[config.mk]
export PLATFORM = sky130hd
export DESIGN_NAME = imts_master_tx
export DESIGN_NICKNAME = d
export VERILOG_FILES = /design/src/rtl/imts_pkg.sv /design/src/rtl/imts_master_tx.sv /design/src/rtl/imts_baud.sv
export SDC_FILE = /design/constraint.sdc
export NUM_CORES = 1
export LEC_CHECK = 0
export ABC_AREA = 1
export BUFFER_PORTS_ARGS = -buffer_cell sky130_fd_sc_hd__buf_2
export CAP_MARGIN = 5
export CORE_MARGIN = 2
export CORE_UTILIZATION = 53
export CTS_BUF_LIST = sky130_fd_sc_hd__clkbuf_2 sky130_fd_sc_hd__clkbuf_4 sky130_fd_sc_hd__clkbuf_8
export DETAILED_ROUTE_END_ITERATION = 12
export PLACE_DENSITY_LB_ADDON = 0.2
export REMOVE_ABC_BUFFERS = 1
export SLEW_MARGIN = 15
export SYNTH_ARGS = -nofsm -noshare
export SYNTH_HDL_FRONTEND = slang
export SYNTH_SLANG_ARGS = --single-unit
[constraint.sdc]
create_clock -name sys_clk -period 1.51 [get_ports sys_clk]
set_input_delay 0.151 -clock sys_clk [delete_from_list [all_inputs] [get_ports sys_clk]]
set_output_delay 0.151 -clock sys_clk [all_outputs]
set_load 0.02 [all_outputs]
[src/rtl/imts_pkg.sv]
package imts_pkg;
  // Baud generator reload: quarter SCL period in sys_clk cycles, minus one
  localparam int unsigned IMTS_QUARTER_DEF = 63;
  localparam int unsigned IMTS_CNT_W = 8;
  // Bits per byte and the acknowledge slot index
  localparam int unsigned IMTS_BYTE_BITS = 8;
  localparam logic [3:0] IMTS_LAST_DATA_BIT = 4'h7;
  localparam logic [3:0] IMTS_ACK_BIT = 4'h8;
  // Start hold wait, in baud quarters
  localparam logic [1:0] IMTS_HOLD_QUARTERS = 2'h3;
  // Phase of an SCL period, four quarters
  localparam logic [1:0] IMTS_PH_LAST = 2'h3;
  localparam logic [1:0] IMTS_PH_MID = 2'h1;

  typedef enum logic [3:0] {
    IMTS_IDLE, IMTS_START, IMTS_HOLD, IMTS_WAIT, IMTS_SHIFT,
    IMTS_STOP, IMTS_RSTART
  } imts_state_t;
endpackage

[src/rtl/imts_master_tx.sv]
`timescale 1ns/1ns
module imts_master_tx import imts_pkg::*; #(
  parameter logic [IMTS_CNT_W-1:0] QUARTER = IMTS_CNT_W'(IMTS_QUARTER_DEF)
) (
  // Clock and reset
  input wire logic sys_clk,
  input wire logic rst,
  // Software side
  input wire logic start_req_set,
  input wire logic stop_req_set,
  input wire logic rstart_req_set,
  input wire logic buf_write,
  input wire logic [7:0] buf_wdata,
  input wire logic int_flag_clr,
  input wire logic write_collision_flag_clr,
  output logic start_request_bit,
  output logic stop_request_bit,
  output logic repeated_start_request_bit,
  output logic serial_port_int_flag,
  output logic ack_status_flag,
  output logic buffer_full_flag,
  output logic write_collision_flag,
  output logic [7:0] transmit_buffer,
  // Bus pins, open drain
  input wire logic scl_in,
  output logic scl_out,
  output logic scl_oe,
  input wire logic sda_in,
  output logic sda_out,
  output logic sda_oe
);
  imts_state_t st_q, st_d;
  logic [1:0] ph_q, ph_d;
  logic [3:0] bit_q, bit_d;
  logic [7:0] sh_q, sh_d, buf_q, buf_d;
  logic sen_q, sen_d, pen_q, pen_d, repeated_start_request_bit_q, repeated_start_request_bit_d;
  logic int_q, int_d, ack_q, ack_d, bf_q, bf_d, write_collision_flag_q, write_collision_flag_d;
  logic scl_lo_q, scl_lo_d, sda_lo_q, sda_lo_d;
  logic tick, run, busy, ev_int, wr_ok;

  // Baud generator runs only while a condition or byte is in flight
  assign run = (st_q != IMTS_IDLE) && (st_q != IMTS_WAIT);
  imts_baud #(.QUARTER(QUARTER)) u_baud (
    .sys_clk(sys_clk),
    .rst(rst),
    .run(run),
    .tick(tick)
  );

  assign busy = (st_q == IMTS_SHIFT);

  // Sequencer
  always_comb begin
    st_d = st_q;
    ph_d = ph_q;
    bit_d = bit_q;
    sh_d = sh_q;
    buf_d = buf_q;
    sen_d = sen_q | start_req_set;
    pen_d = pen_q | stop_req_set;
    repeated_start_request_bit_d = repeated_start_request_bit_q | rstart_req_set;
    ack_d = ack_q;
    bf_d = bf_q;
    scl_lo_d = scl_lo_q;
    sda_lo_d = sda_lo_q;
    ev_int = 1'b0;
    wr_ok = buf_write && !busy;
    write_collision_flag_d = (write_collision_flag_q && !write_collision_flag_clr) || (buf_write && busy); // (set wins)
    case (st_q)
      IMTS_IDLE: begin
        scl_lo_d = 1'b0;
        sda_lo_d = 1'b0;
        ph_d = '0;
        if (sen_q) begin
          st_d = IMTS_START;
        end
      end
      IMTS_START, IMTS_RSTART: begin
        // Restart first releases SDA with SCL low, then raises SCL
        if (tick) begin
          ph_d = ph_q + 1'b1;
          if (st_q == IMTS_RSTART && ph_q == '0) begin
            sda_lo_d = 1'b0;
          end else if (st_q == IMTS_RSTART && ph_q == IMTS_PH_MID) begin
            scl_lo_d = 1'b0;
          end else begin
            sda_lo_d = 1'b1; // SDA falls with SCL high
          end
          if (ph_q == IMTS_PH_LAST) begin
            ph_d = '0;
            st_d = IMTS_HOLD;
          end
        end
      end
      IMTS_HOLD: begin
        // Hold time before SCL is pulled low
        if (tick) begin
          ph_d = ph_q + 1'b1;
          if (ph_q == IMTS_HOLD_QUARTERS - 1'b1) begin
            scl_lo_d = 1'b1;
            ph_d = '0;
            sen_d = 1'b0;
            repeated_start_request_bit_d = 1'b0;
            ev_int = 1'b1;
            st_d = IMTS_WAIT;
          end
        end
      end
      IMTS_WAIT: begin
        // SCL held low; SDA stays low after a start and floats after a byte, until next request
        ph_d = '0;
        if (wr_ok) begin
          st_d = IMTS_SHIFT;
          sh_d = buf_wdata;
          bit_d = '0;
          sda_lo_d = !buf_wdata[IMTS_BYTE_BITS-1];
        end else if (pen_q) begin
          sda_lo_d = 1'b1;
          st_d = IMTS_STOP;
        end else if (repeated_start_request_bit_q) begin
          st_d = IMTS_RSTART;
        end
      end
      IMTS_SHIFT: begin
        if (tick) begin
          ph_d = ph_q + 1'b1;
          if (ph_q == IMTS_PH_MID) begin
            scl_lo_d = 1'b0;
          end else if (ph_q == IMTS_PH_LAST) begin
            scl_lo_d = 1'b1; // falling edge of SCL
            bit_d = bit_q + 1'b1;
            if (bit_q == IMTS_LAST_DATA_BIT) begin
              sda_lo_d = 1'b0; // release for acknowledge
              bf_d = 1'b0;
            end else if (bit_q == IMTS_ACK_BIT) begin
              ack_d = sda_in;
              ev_int = 1'b1;
              st_d = IMTS_WAIT;
            end else begin
              sh_d = {sh_q[IMTS_BYTE_BITS-2:0], 1'b0};
              sda_lo_d = !sh_q[IMTS_BYTE_BITS-2];
            end
          end
        end
      end
      IMTS_STOP: begin
        // SCL rises, then SDA rises with SCL high
        if (tick) begin
          ph_d = ph_q + 1'b1;
          if (ph_q == IMTS_PH_MID) begin
            scl_lo_d = 1'b0;
          end else if (ph_q == IMTS_PH_LAST) begin
            sda_lo_d = 1'b0;
            pen_d = 1'b0;
            ev_int = 1'b1;
            st_d = IMTS_IDLE;
          end
        end
      end
      default: st_d = IMTS_IDLE;
    endcase
    if (wr_ok) begin
      buf_d = buf_wdata;
      bf_d = 1'b1;
    end
    int_d = ev_int || (int_q && !int_flag_clr);
  end

  always_ff @(posedge sys_clk or posedge rst) begin
    if (rst) begin
      st_q <= IMTS_IDLE;
      ph_q <= '0;
      bit_q <= '0;
      sh_q <= '0;
      buf_q <= '0;
      sen_q <= 1'b0;
      pen_q <= 1'b0;
      repeated_start_request_bit_q <= 1'b0;
      int_q <= 1'b0;
      ack_q <= 1'b0;
      bf_q <= 1'b0;
      write_collision_flag_q <= 1'b0;
      scl_lo_q <= 1'b0;
      sda_lo_q <= 1'b0;
    end else begin
      st_q <= st_d;
      ph_q <= ph_d;
      bit_q <= bit_d;
      sh_q <= sh_d;
      buf_q <= buf_d;
      sen_q <= sen_d;
      pen_q <= pen_d;
      repeated_start_request_bit_q <= repeated_start_request_bit_d;
      int_q <= int_d;
      ack_q <= ack_d;
      bf_q <= bf_d;
      write_collision_flag_q <= write_collision_flag_d;
      scl_lo_q <= scl_lo_d;
      sda_lo_q <= sda_lo_d;
    end
  end

  // Outputs straight from flops; open drain drives only low
  assign start_request_bit = sen_q;
  assign stop_request_bit = pen_q;
  assign repeated_start_request_bit = repeated_start_request_bit_q;
  assign serial_port_int_flag = int_q;
  assign ack_status_flag = ack_q;
  assign buffer_full_flag = bf_q;
  assign write_collision_flag = write_collision_flag_q;
  assign transmit_buffer = buf_q;
  assign scl_out = 1'b0;
  assign scl_oe = scl_lo_q;
  assign sda_out = 1'b0;
  assign sda_oe = sda_lo_q;
endmodule // imts_master_tx

[src/rtl/imts_baud.sv]
`timescale 1ns/1ns
// Quarter-period tick generator; stopped while idle so SCL can be held
module imts_baud import imts_pkg::*; #(
  parameter logic [IMTS_CNT_W-1:0] QUARTER = IMTS_CNT_W'(IMTS_QUARTER_DEF)
) (
  // Clock and reset
  input wire logic sys_clk,
  input wire logic rst,
  // Control
  input wire logic run,
  output logic tick
);
  logic [IMTS_CNT_W-1:0] cnt_q, cnt_d;

  // Reload on expiry or while stopped
  always_comb begin
    tick = run && (cnt_q == '0);
    if (!run || cnt_q == '0) begin
      cnt_d = QUARTER;
    end else begin
      cnt_d = cnt_q - 1'b1;
    end
  end

  always_ff @(posedge sys_clk or posedge rst) begin
    if (rst) begin
      cnt_q <= '0;
    end else begin
      cnt_q <= cnt_d;
    end
  end
endmodule // imts_baud

==> results of run 1 <==
## cells in the mapped netlist
cell type    n
o21ai_2      1
or2_2        1
buf_4        3
nand2_1    102
nor2_4       3
o31ai_1      1
nor2_8       1
xor2_1       2
nand4_1      2
o22ai_1      4
clkbuf_8     1
nand3_1     29
and3_1       1
nor2_1      33
o211ai_1     1
nor2_2       4
buf_6        5
nand2_2      4
conb_1       1
o21ai_1      2
inv_4        1
a21boi_1     1
ha_1        10
buf_2        1
o21ai_4      1
a21oi_1      4
inv_1       42
nand2_4      4
dfrtp_1     41
nor3_1       2
o21ai_0     24
## through the flow
stage                     util (%)  hold slack, ns
final                         77.8          0.0204
after global routing          77.8          0.0313
after CTS                     71.3          0.0128
after detailed placement      67.3           0.317
after global placement        67.3           0.309
after floorplan                  -           0.250
## flip-flops by register name, indices dropped and copies added, names as in the netlist
register and cells:
ack_status_flag 1, bit_q 4, buffer_full_flag 1, ph_q 2, repeated_start_request_bit 1, scl_oe 1, sda_oe 1, serial_port_int_flag 1
sh_q 7, st_q 3, start_request_bit 1, stop_request_bit 1, transmit_buffer 8, u_baud.cnt_q 8, write_collision_flag 1
## critical path, stage by stage, from the launching register on
cell and delay (ns):
dfrtp_1 0.39, inv_2 0.08, ha_4 0.14, nand2_4 0.05, nor2_4 0.16, inv_2 0.07
o21ai_4 0.27, buf_4 0.17, nand3_1 0.06, nand2_1 0.07
## kinds of logic (layout without fill, tap and decap cells)
| group | Yosys count | in the layout | synth area share [%] |
|---|---|---|---|
| other | 1 | 2 | 0.150 |
| adders and majority gates | 10 | 10 | 5.02 |
| DFF | 41 | 41 | 41.2 |
| AOI/OAI and AO/OA | 39 | 39 | 8.94 |
| buffers and inverters | 53 | 142 | 10.5 |
| xor gates and xnor gates | 2 | 2 | 0.703 |
| and+or+nand+nor | 186 | 186 | 33.5 |
## timing repair
action | in CTS | in global routing
endpoints found under the hold margin | 38 | 0
pin swaps | 7 | 33
hold buffers | 1 | 0
buffers inserted | 3 | 9
endpoints found under the setup margin | 31 | 34
gates resized for setup | 13 | 73
## where the power goes
group	internal (W)	switching (W)
Sequential	0.00139	0.000254
Combinational	0.00139	0.00181
Clock	0.000495	0.000414
## routing by layer
| layer | global-route usage [%] | vias up |
|---|---|---|
| met4 | 8.85 | 0 |
| met5 | 0 | - |
| met1 | 31.0 | 1110 |
| met2 | 38.4 | 65 |
| met3 | 4.14 | 6 |
| li1 | - | 1215 |
## layout make-up
type                            instances  area [µm²]  area share, %
Clock buffer                            5        68.8           1.99
Sequential cell                        41        1030           29.8
Multi-Input combinational cell        239        1420           41.1
Inverter                               43         174           5.03
Tap cell                               52        65.1           1.88
Timing Repair Buffer                   91         654           18.9
Clock inverter                          3        46.3           1.34
## worst max path at each step
| stage | slack, ns | from | depth (start not counted) | end |
|---|---|---|---|---|
| 6_report | -0.02 | u_baud.cnt_q[1] | 9 | sh_q[4] |
| 5_1_grt | -0.11 | u_baud.cnt_q[3] | 8 | sh_q[2] |
| 4_1_cts | 0.0008 | u_baud.cnt_q[2] | 9 | buffer_full_flag |
| 3_5_place_dp | -0.10 | bit_q[0] | 9 | sh_q[3] |
| 3_3_place_gp | -0.07 | bit_q[0] | 9 | sh_q[3] |
| 2_1_floorplan | -0.07 | st_q[0] | 8 | sh_q[0] |
==> metrics.md, run 1 <==
| Metric | Value |
|---|---|
| Status | `finished with violations` |
| Failing checks | `negative setup slack` |
| Yosys reg bits | `41` |
| Setup slack, reg-to-reg | `-0.02 ns` |
| # IOs | `37` |
| Critical path required time | `1.75 ns` |
| DP Cell Count | `453` |
| Latest clock arrival within the worst-skew pair | `0.31 ns` |
| Synth cell types | `31` |
| Pleak | `1.71 nW` |
| Setup tns final | `-0.0443 ns` |
| Metal-1 WL | `2.68 mm` |
| CTS tree | `built` |
| Wire per inst | `12.6 µm` |
| Layout Cells excl Fill | `474` |
| Synthesis-to-layout area growth | `38.8%` |
| Most frequent cells in the layout | `nand2_1 (88), buf_4 (48), dfrtp_1 (38)` |
| Reg2Reg Depth | `9` |
| Number of remaining DRC errors | `0` |
| Vias in the first global route | `2207` |
| Area after DPL | `2990 µm²` |
| H-Tree Depth | `2` |
| Core Rows | `24` |
| Clock Sinks | `41` |
| Met2 WL | `2.95 mm` |
| Peak VDD IR | `1190 µV` |
| Met3 WL post-DR | `286 µm` |
| Number of I/O port buffers | `33` |
| Initial antenna violation count | `0` |
| Final nets | `449` |
| Global-route wire length before repair | `9.72 mm` |
| Place WS | `-0.105 ns` |
| RSZ-0062 raised after global routing | `yes` |
| Final antenna diode count | `0` |
| Grt ovf | `0` |
| Final WL | `5.99 mm` |
| HP Start | `write_collision_flag_clr` |
| TritonCTS buffer count | `5` |
| Startpoint type of the worst setup path | `register` |
| Chip width | `72.6 µm` |
| Die height | `72.6 µm` |
| Post-route ant nets | `0` |
| Most common cell after layout, fill and taps aside | `nand2_1` |
| Core region area | `4440 µm²` |
| R2R Path End | `sh_q[4]` |
| PwrDens | `1670 nW/µm²` |
| Drt first pass iters | `5` |
| Final worst-path cycle share | `101%` |
| Top Metal Used | `met4` |
| Final Power | `0.00577 W` |
| Clock skew | `0.0123 ns` |
| Top post-synthesis cells by area | `dfrtp_1 (41%), nand2_1 (15%), inv_1 (6.3%)` |
| Synth area leader | `dfrtp_1` |
| Final worst setup slack | `-0.0220 ns` |
| Number of fill cells | `331` |
| Final Max Slew Viols | `0` |
| Count of final hold-check violations | `0` |
| Clock Path Buffers | `2` |
| Die Area | `5270 µm²` |
| Starting DRT DRC Count | `152` |
| Clock transition at path regs | `0.08 ns` |
| Vias | `2396` |
| Post-synthesis cell count | `332` |
| Slew @ Worst Pin | `0.527 ns` |
| Finished Cell Area | `3460 µm²` |
| Share of layout cells above drive strength 1 | `40.5%` |
| Yosys top cell area share | `41.2%` |
| Synth Cell Area | `2490 µm²` |
| Crit end category | `register` |
| Min cycle time layout | `1.53 ns` |
| Synth Area per Inst | `7.51 µm²` |
| Post-DP HPWL | `4.20 mm` |
| Max Clk Rate | `653 MHz` |
| Vias/cell | `5.05` |
| Initial core utilization | `56.1%` |
| Root Driver | `clkbuf_8` |
| Synth warn | `0` |
| Reg2reg start | `u_baud.cnt_q[1]` |
| Seq/Total Area, Yosys | `41.2%` |
| WHS Path Cells | `2` |
| RePlAce Congestion | `0.872` |
| Setup violators final | `5` |
| Crit path max fanout | `4` |
| Hold path endpoint | `write_collision_flag` |
| Slew headroom | `64.8%` |
| Total GRT Usage | `23.4%` |
| Largest net degree at the start of global routing | `42` |
| Worst hold path type | `primary input to register` |
| CP Class | `register to register` |
| Crit path DAT | `1.77 ns` |
| Max-cap violations | `0` |
Power figures use the tool's default switching activity.
==> inputs of run 2 (changes only) <==
==> constraint.sdc (replaced) <==
create_clock -name sys_clk -period 1.4 [get_ports sys_clk]
set_input_delay 0.14 -clock sys_clk [delete_from_list [all_inputs] [get_ports sys_clk]]
set_output_delay 0.14 -clock sys_clk [all_outputs]
set_load 0.02 [all_outputs]
==> run 2 against run 1 <==
Effect of this change:
- the flow still finishes with violations (negative setup slack)
- clock-buffer cell count stayed put
- total power is 16% higher
- register-to-register slack worse by 0.14 ns
- clock skew is 0.0049 ns lower
- first-iteration DRC count is 8.6% higher
- setup slack worse by 0.14 ns
- routed wire length is 19% higher
- final area is 5.1% higher
- sequential power is 12% higher
- via count is 6.8% higher
- combinational power is 21% higher
- largest cell class unchanged
- largest power group unchanged
==> metrics.md, run 2 (synthesis gave the netlist of run 1 again) <==
| Metric | Value |
|---|---|
| Count of final hold-check violations | `0 (unchanged)` |
| Status | `finished with violations` |
| Post-DP HPWL | `4.37 mm (+4.1%)` |
| Core Rows | `24 (unchanged)` |
| Vias | `2560 (+6.8%)` |
| Min cycle time layout | `1.57 ns (+0.0336 ns)` |
| Finished Cell Area | `3640 µm² (+5.1%)` |
| Crit path max fanout | `8 (+4)` |
| Final Max Slew Viols | `0 (unchanged)` |
| Hold path endpoint | `write_collision_flag` |
| Number of fill cells | `273 (-18%)` |
| TritonCTS buffer count | `5 (unchanged)` |
| RePlAce Congestion | `0.917 (+5.2%)` |
| Clock skew | `0.00738 ns (-0.00492 ns)` |
| WHS Path Cells | `2 (unchanged)` |
| Starting DRT DRC Count | `165 (+8.6%)` |
| Crit path DAT | `1.77 ns (about the same)` |
| Post-route ant nets | `0 (unchanged)` |
| Grt met3 use | `4.70% (+0.55 points)` |
| CTS tree | `built` |
| Max Clk Rate | `639 MHz (-2.1%)` |
| Clock transition at path regs | `0.08 ns (about the same)` |
| PwrDens | `1830 nW/µm² (+9.9%)` |
| Pleak | `1.78 nW (+4.1%)` |
| Critical Path Max Stage Delay | `0.39 ns (about the same)` |
| Die Area | `5270 µm² (unchanged)` |
| Number of I/O port buffers | `33 (unchanged)` |
| Synthesis-to-layout area growth | `45.9%` |
| Final antenna diode count | `0 (unchanged)` |
| Chip width | `72.6 µm (unchanged)` |
| Wire per inst | `14.8 µm (+17%)` |
| Most frequent cells in the layout | `nand2_1 (87), buf_4 (53), dfrtp_1 (37)` |
| Startpoint type of the worst setup path | `register` |
| Peak VDD IR | `1300 µV (+9.0%)` |
| Total GRT Usage | `26.2% (+2.8 points)` |
| Max-cap violations | `0 (unchanged)` |
| Reg2reg start | `u_baud.cnt_q[2]` |
| Final worst-path cycle share | `112% (+10 points)` |
| Grt ovf | `0 (unchanged)` |
| Core region area | `4440 µm² (unchanged)` |
| H-Tree Depth | `2 (unchanged)` |
| R2R Path End | `bit_q[1]` |
| Vias in the first global route | `2431 (+10%)` |
| Global-route wire length before repair | `10.8 mm (+11%)` |
| RSZ-0062 raised after global routing | `yes` |
| Initial core utilization | `56.1% (unchanged)` |
| Setup violators final | `34 (+29)` |
| HP Start | `write_collision_flag_clr` |
| Latest clock arrival within the worst-skew pair | `0.30 ns (about the same)` |
| CP max-delay cell | `dfrtp_1` |
| Worst setup startpoint | `u_baud.cnt_q[2]` |
| Cell mode on critical path | `nor2_4` |
| WHS | `0.0138 ns (-0.00661 ns)` |
| Reg2Reg Depth | `8 (-1)` |
| Clock Path Buffers | `2 (unchanged)` |
| Critical path required time | `1.60 ns (-0.15 ns)` |
| Largest net degree at the start of global routing | `28 (-33%)` |
| CP cell instances | `nor2_2, nand2_2, nor2_4, buf_4, nor2_1, nor2_4, nand3_1, o21ai_0` |
| Final WL | `7.13 mm (+19%)` |
| Clock Sinks | `41 (unchanged)` |
| Number of remaining DRC errors | `0 (unchanged)` |
| GR peak layer | `met2` |
| Area after DPL | `3010 µm² (+0.67%)` |
| Failing checks | `negative setup slack` |
| Setup slack, reg-to-reg | `-0.17 ns (-0.14 ns)` |
| Vias/cell | `5.32 (+5.3%)` |
| GR Util met2 | `44.4% (+6.1 points)` |
| Die height | `72.6 µm (unchanged)` |
| Crit end category | `register` |
| Final nets | `457 (+1.8%)` |
| Root Driver | `clkbuf_8` |
| Worst hold path type | `primary input to register` |
| CP Class | `register to register` |
| Most common cell after layout, fill and taps aside | `nand2_1` |
| GR Util met1 | `33.9% (+2.9 points)` |
| Drt first pass iters | `5 (unchanged)` |
| Final worst setup slack | `-0.166 ns (-0.144 ns)` |
| # IOs | `37 (unchanged)` |
| Initial antenna violation count | `0 (unchanged)` |
| Share of layout cells above drive strength 1 | `44.3% (+3.8 points)` |
run 2: cell count changes in the layout (fill, tap and decap cells not counted), sizes merged:
| cell | change |
|---|---|
| buf | +7 |
run 2: final cells by class:
type                    instances  area, µm²  area share [%]
flip-flops and latches         41       1030            28.4
well taps                      52       65.1            1.79
repair buffers                 98        706            19.4
repair inverters                1       7.51           0.206
multi-input cells             239       1540            42.3
inverters                      43        184            5.06
clock inverters                 2       35.0           0.964
clock buffers                   5       68.8            1.89
run 2: critical path, delay by kind of cell, from the launching register on:
| family | cells | cell delay [ns] |
|---|---|---|
| AO/OA/AOI/OAI | 1 | 0.11 |
| buffers and inverters | 1 | 0.14 |
| flip-flops | 1 | 0.39 |
| AND/OR/NAND/NOR | 6 | 0.83 |
run 2: where the power goes:
part | internal [W] | switching (W)
logic | 0.00169 | 0.00220
registers | 0.00151 | 0.000338
clock network | 0.000518 | 0.000410
run 2: through the flow:
stage / utilization [%] / TNS [ns] / instances / setup WS (ns) / total power, W
final: 81.8 / -2.77 / 481 / -0.166 / 0.00666
after global routing: 81.8 / -6.41 / 481 / -0.280 / 0.00709
after CTS: 75.6 / -1.15 / 476 / -0.107 / 0.00601
after detailed placement: 67.8 / -5.03 / 459 / -0.195 / 0.00455
after global placement: 67.8 / -4.39 / 459 / -0.189 / 0.00451
after floorplan: - / -1.97 / 323 / -0.180 / 0.00347
run 2: metal layers:
metal,vias to the layer above,wire length (µm)
li1,1234,-
met1,1205,2970
met2,95,3590
met5,-,0
met4,0,209
met3,26,352
run 2: how the worst max path moves through the flow:
| stage | end | slack, ns | cells past startpoint |
|---|---|---|---|
| 6_report | bit_q[1] | -0.17 | 8 |
| 2_1_floorplan | sh_q[0] | -0.18 | 8 |
| 5_1_grt | bit_q[1] | -0.28 | 8 |
| 3_5_place_dp | u_baud.cnt_q[6] | -0.19 | 7 |
| 3_3_place_gp | u_baud.cnt_q[6] | -0.19 | 7 |
| 4_1_cts | sh_q[1] | -0.11 | 9 |
run 2: what timing repair did:
action / in CTS / in global routing
hold buffers: 1 / 0
setup endpoints to repair: 40 / 40
pin swaps: 29 / 19
cloned: 0 / 1
hold endpoints to repair: 41 / 0
gates resized for setup: 55 / 67
setup buffers: 10 / 6
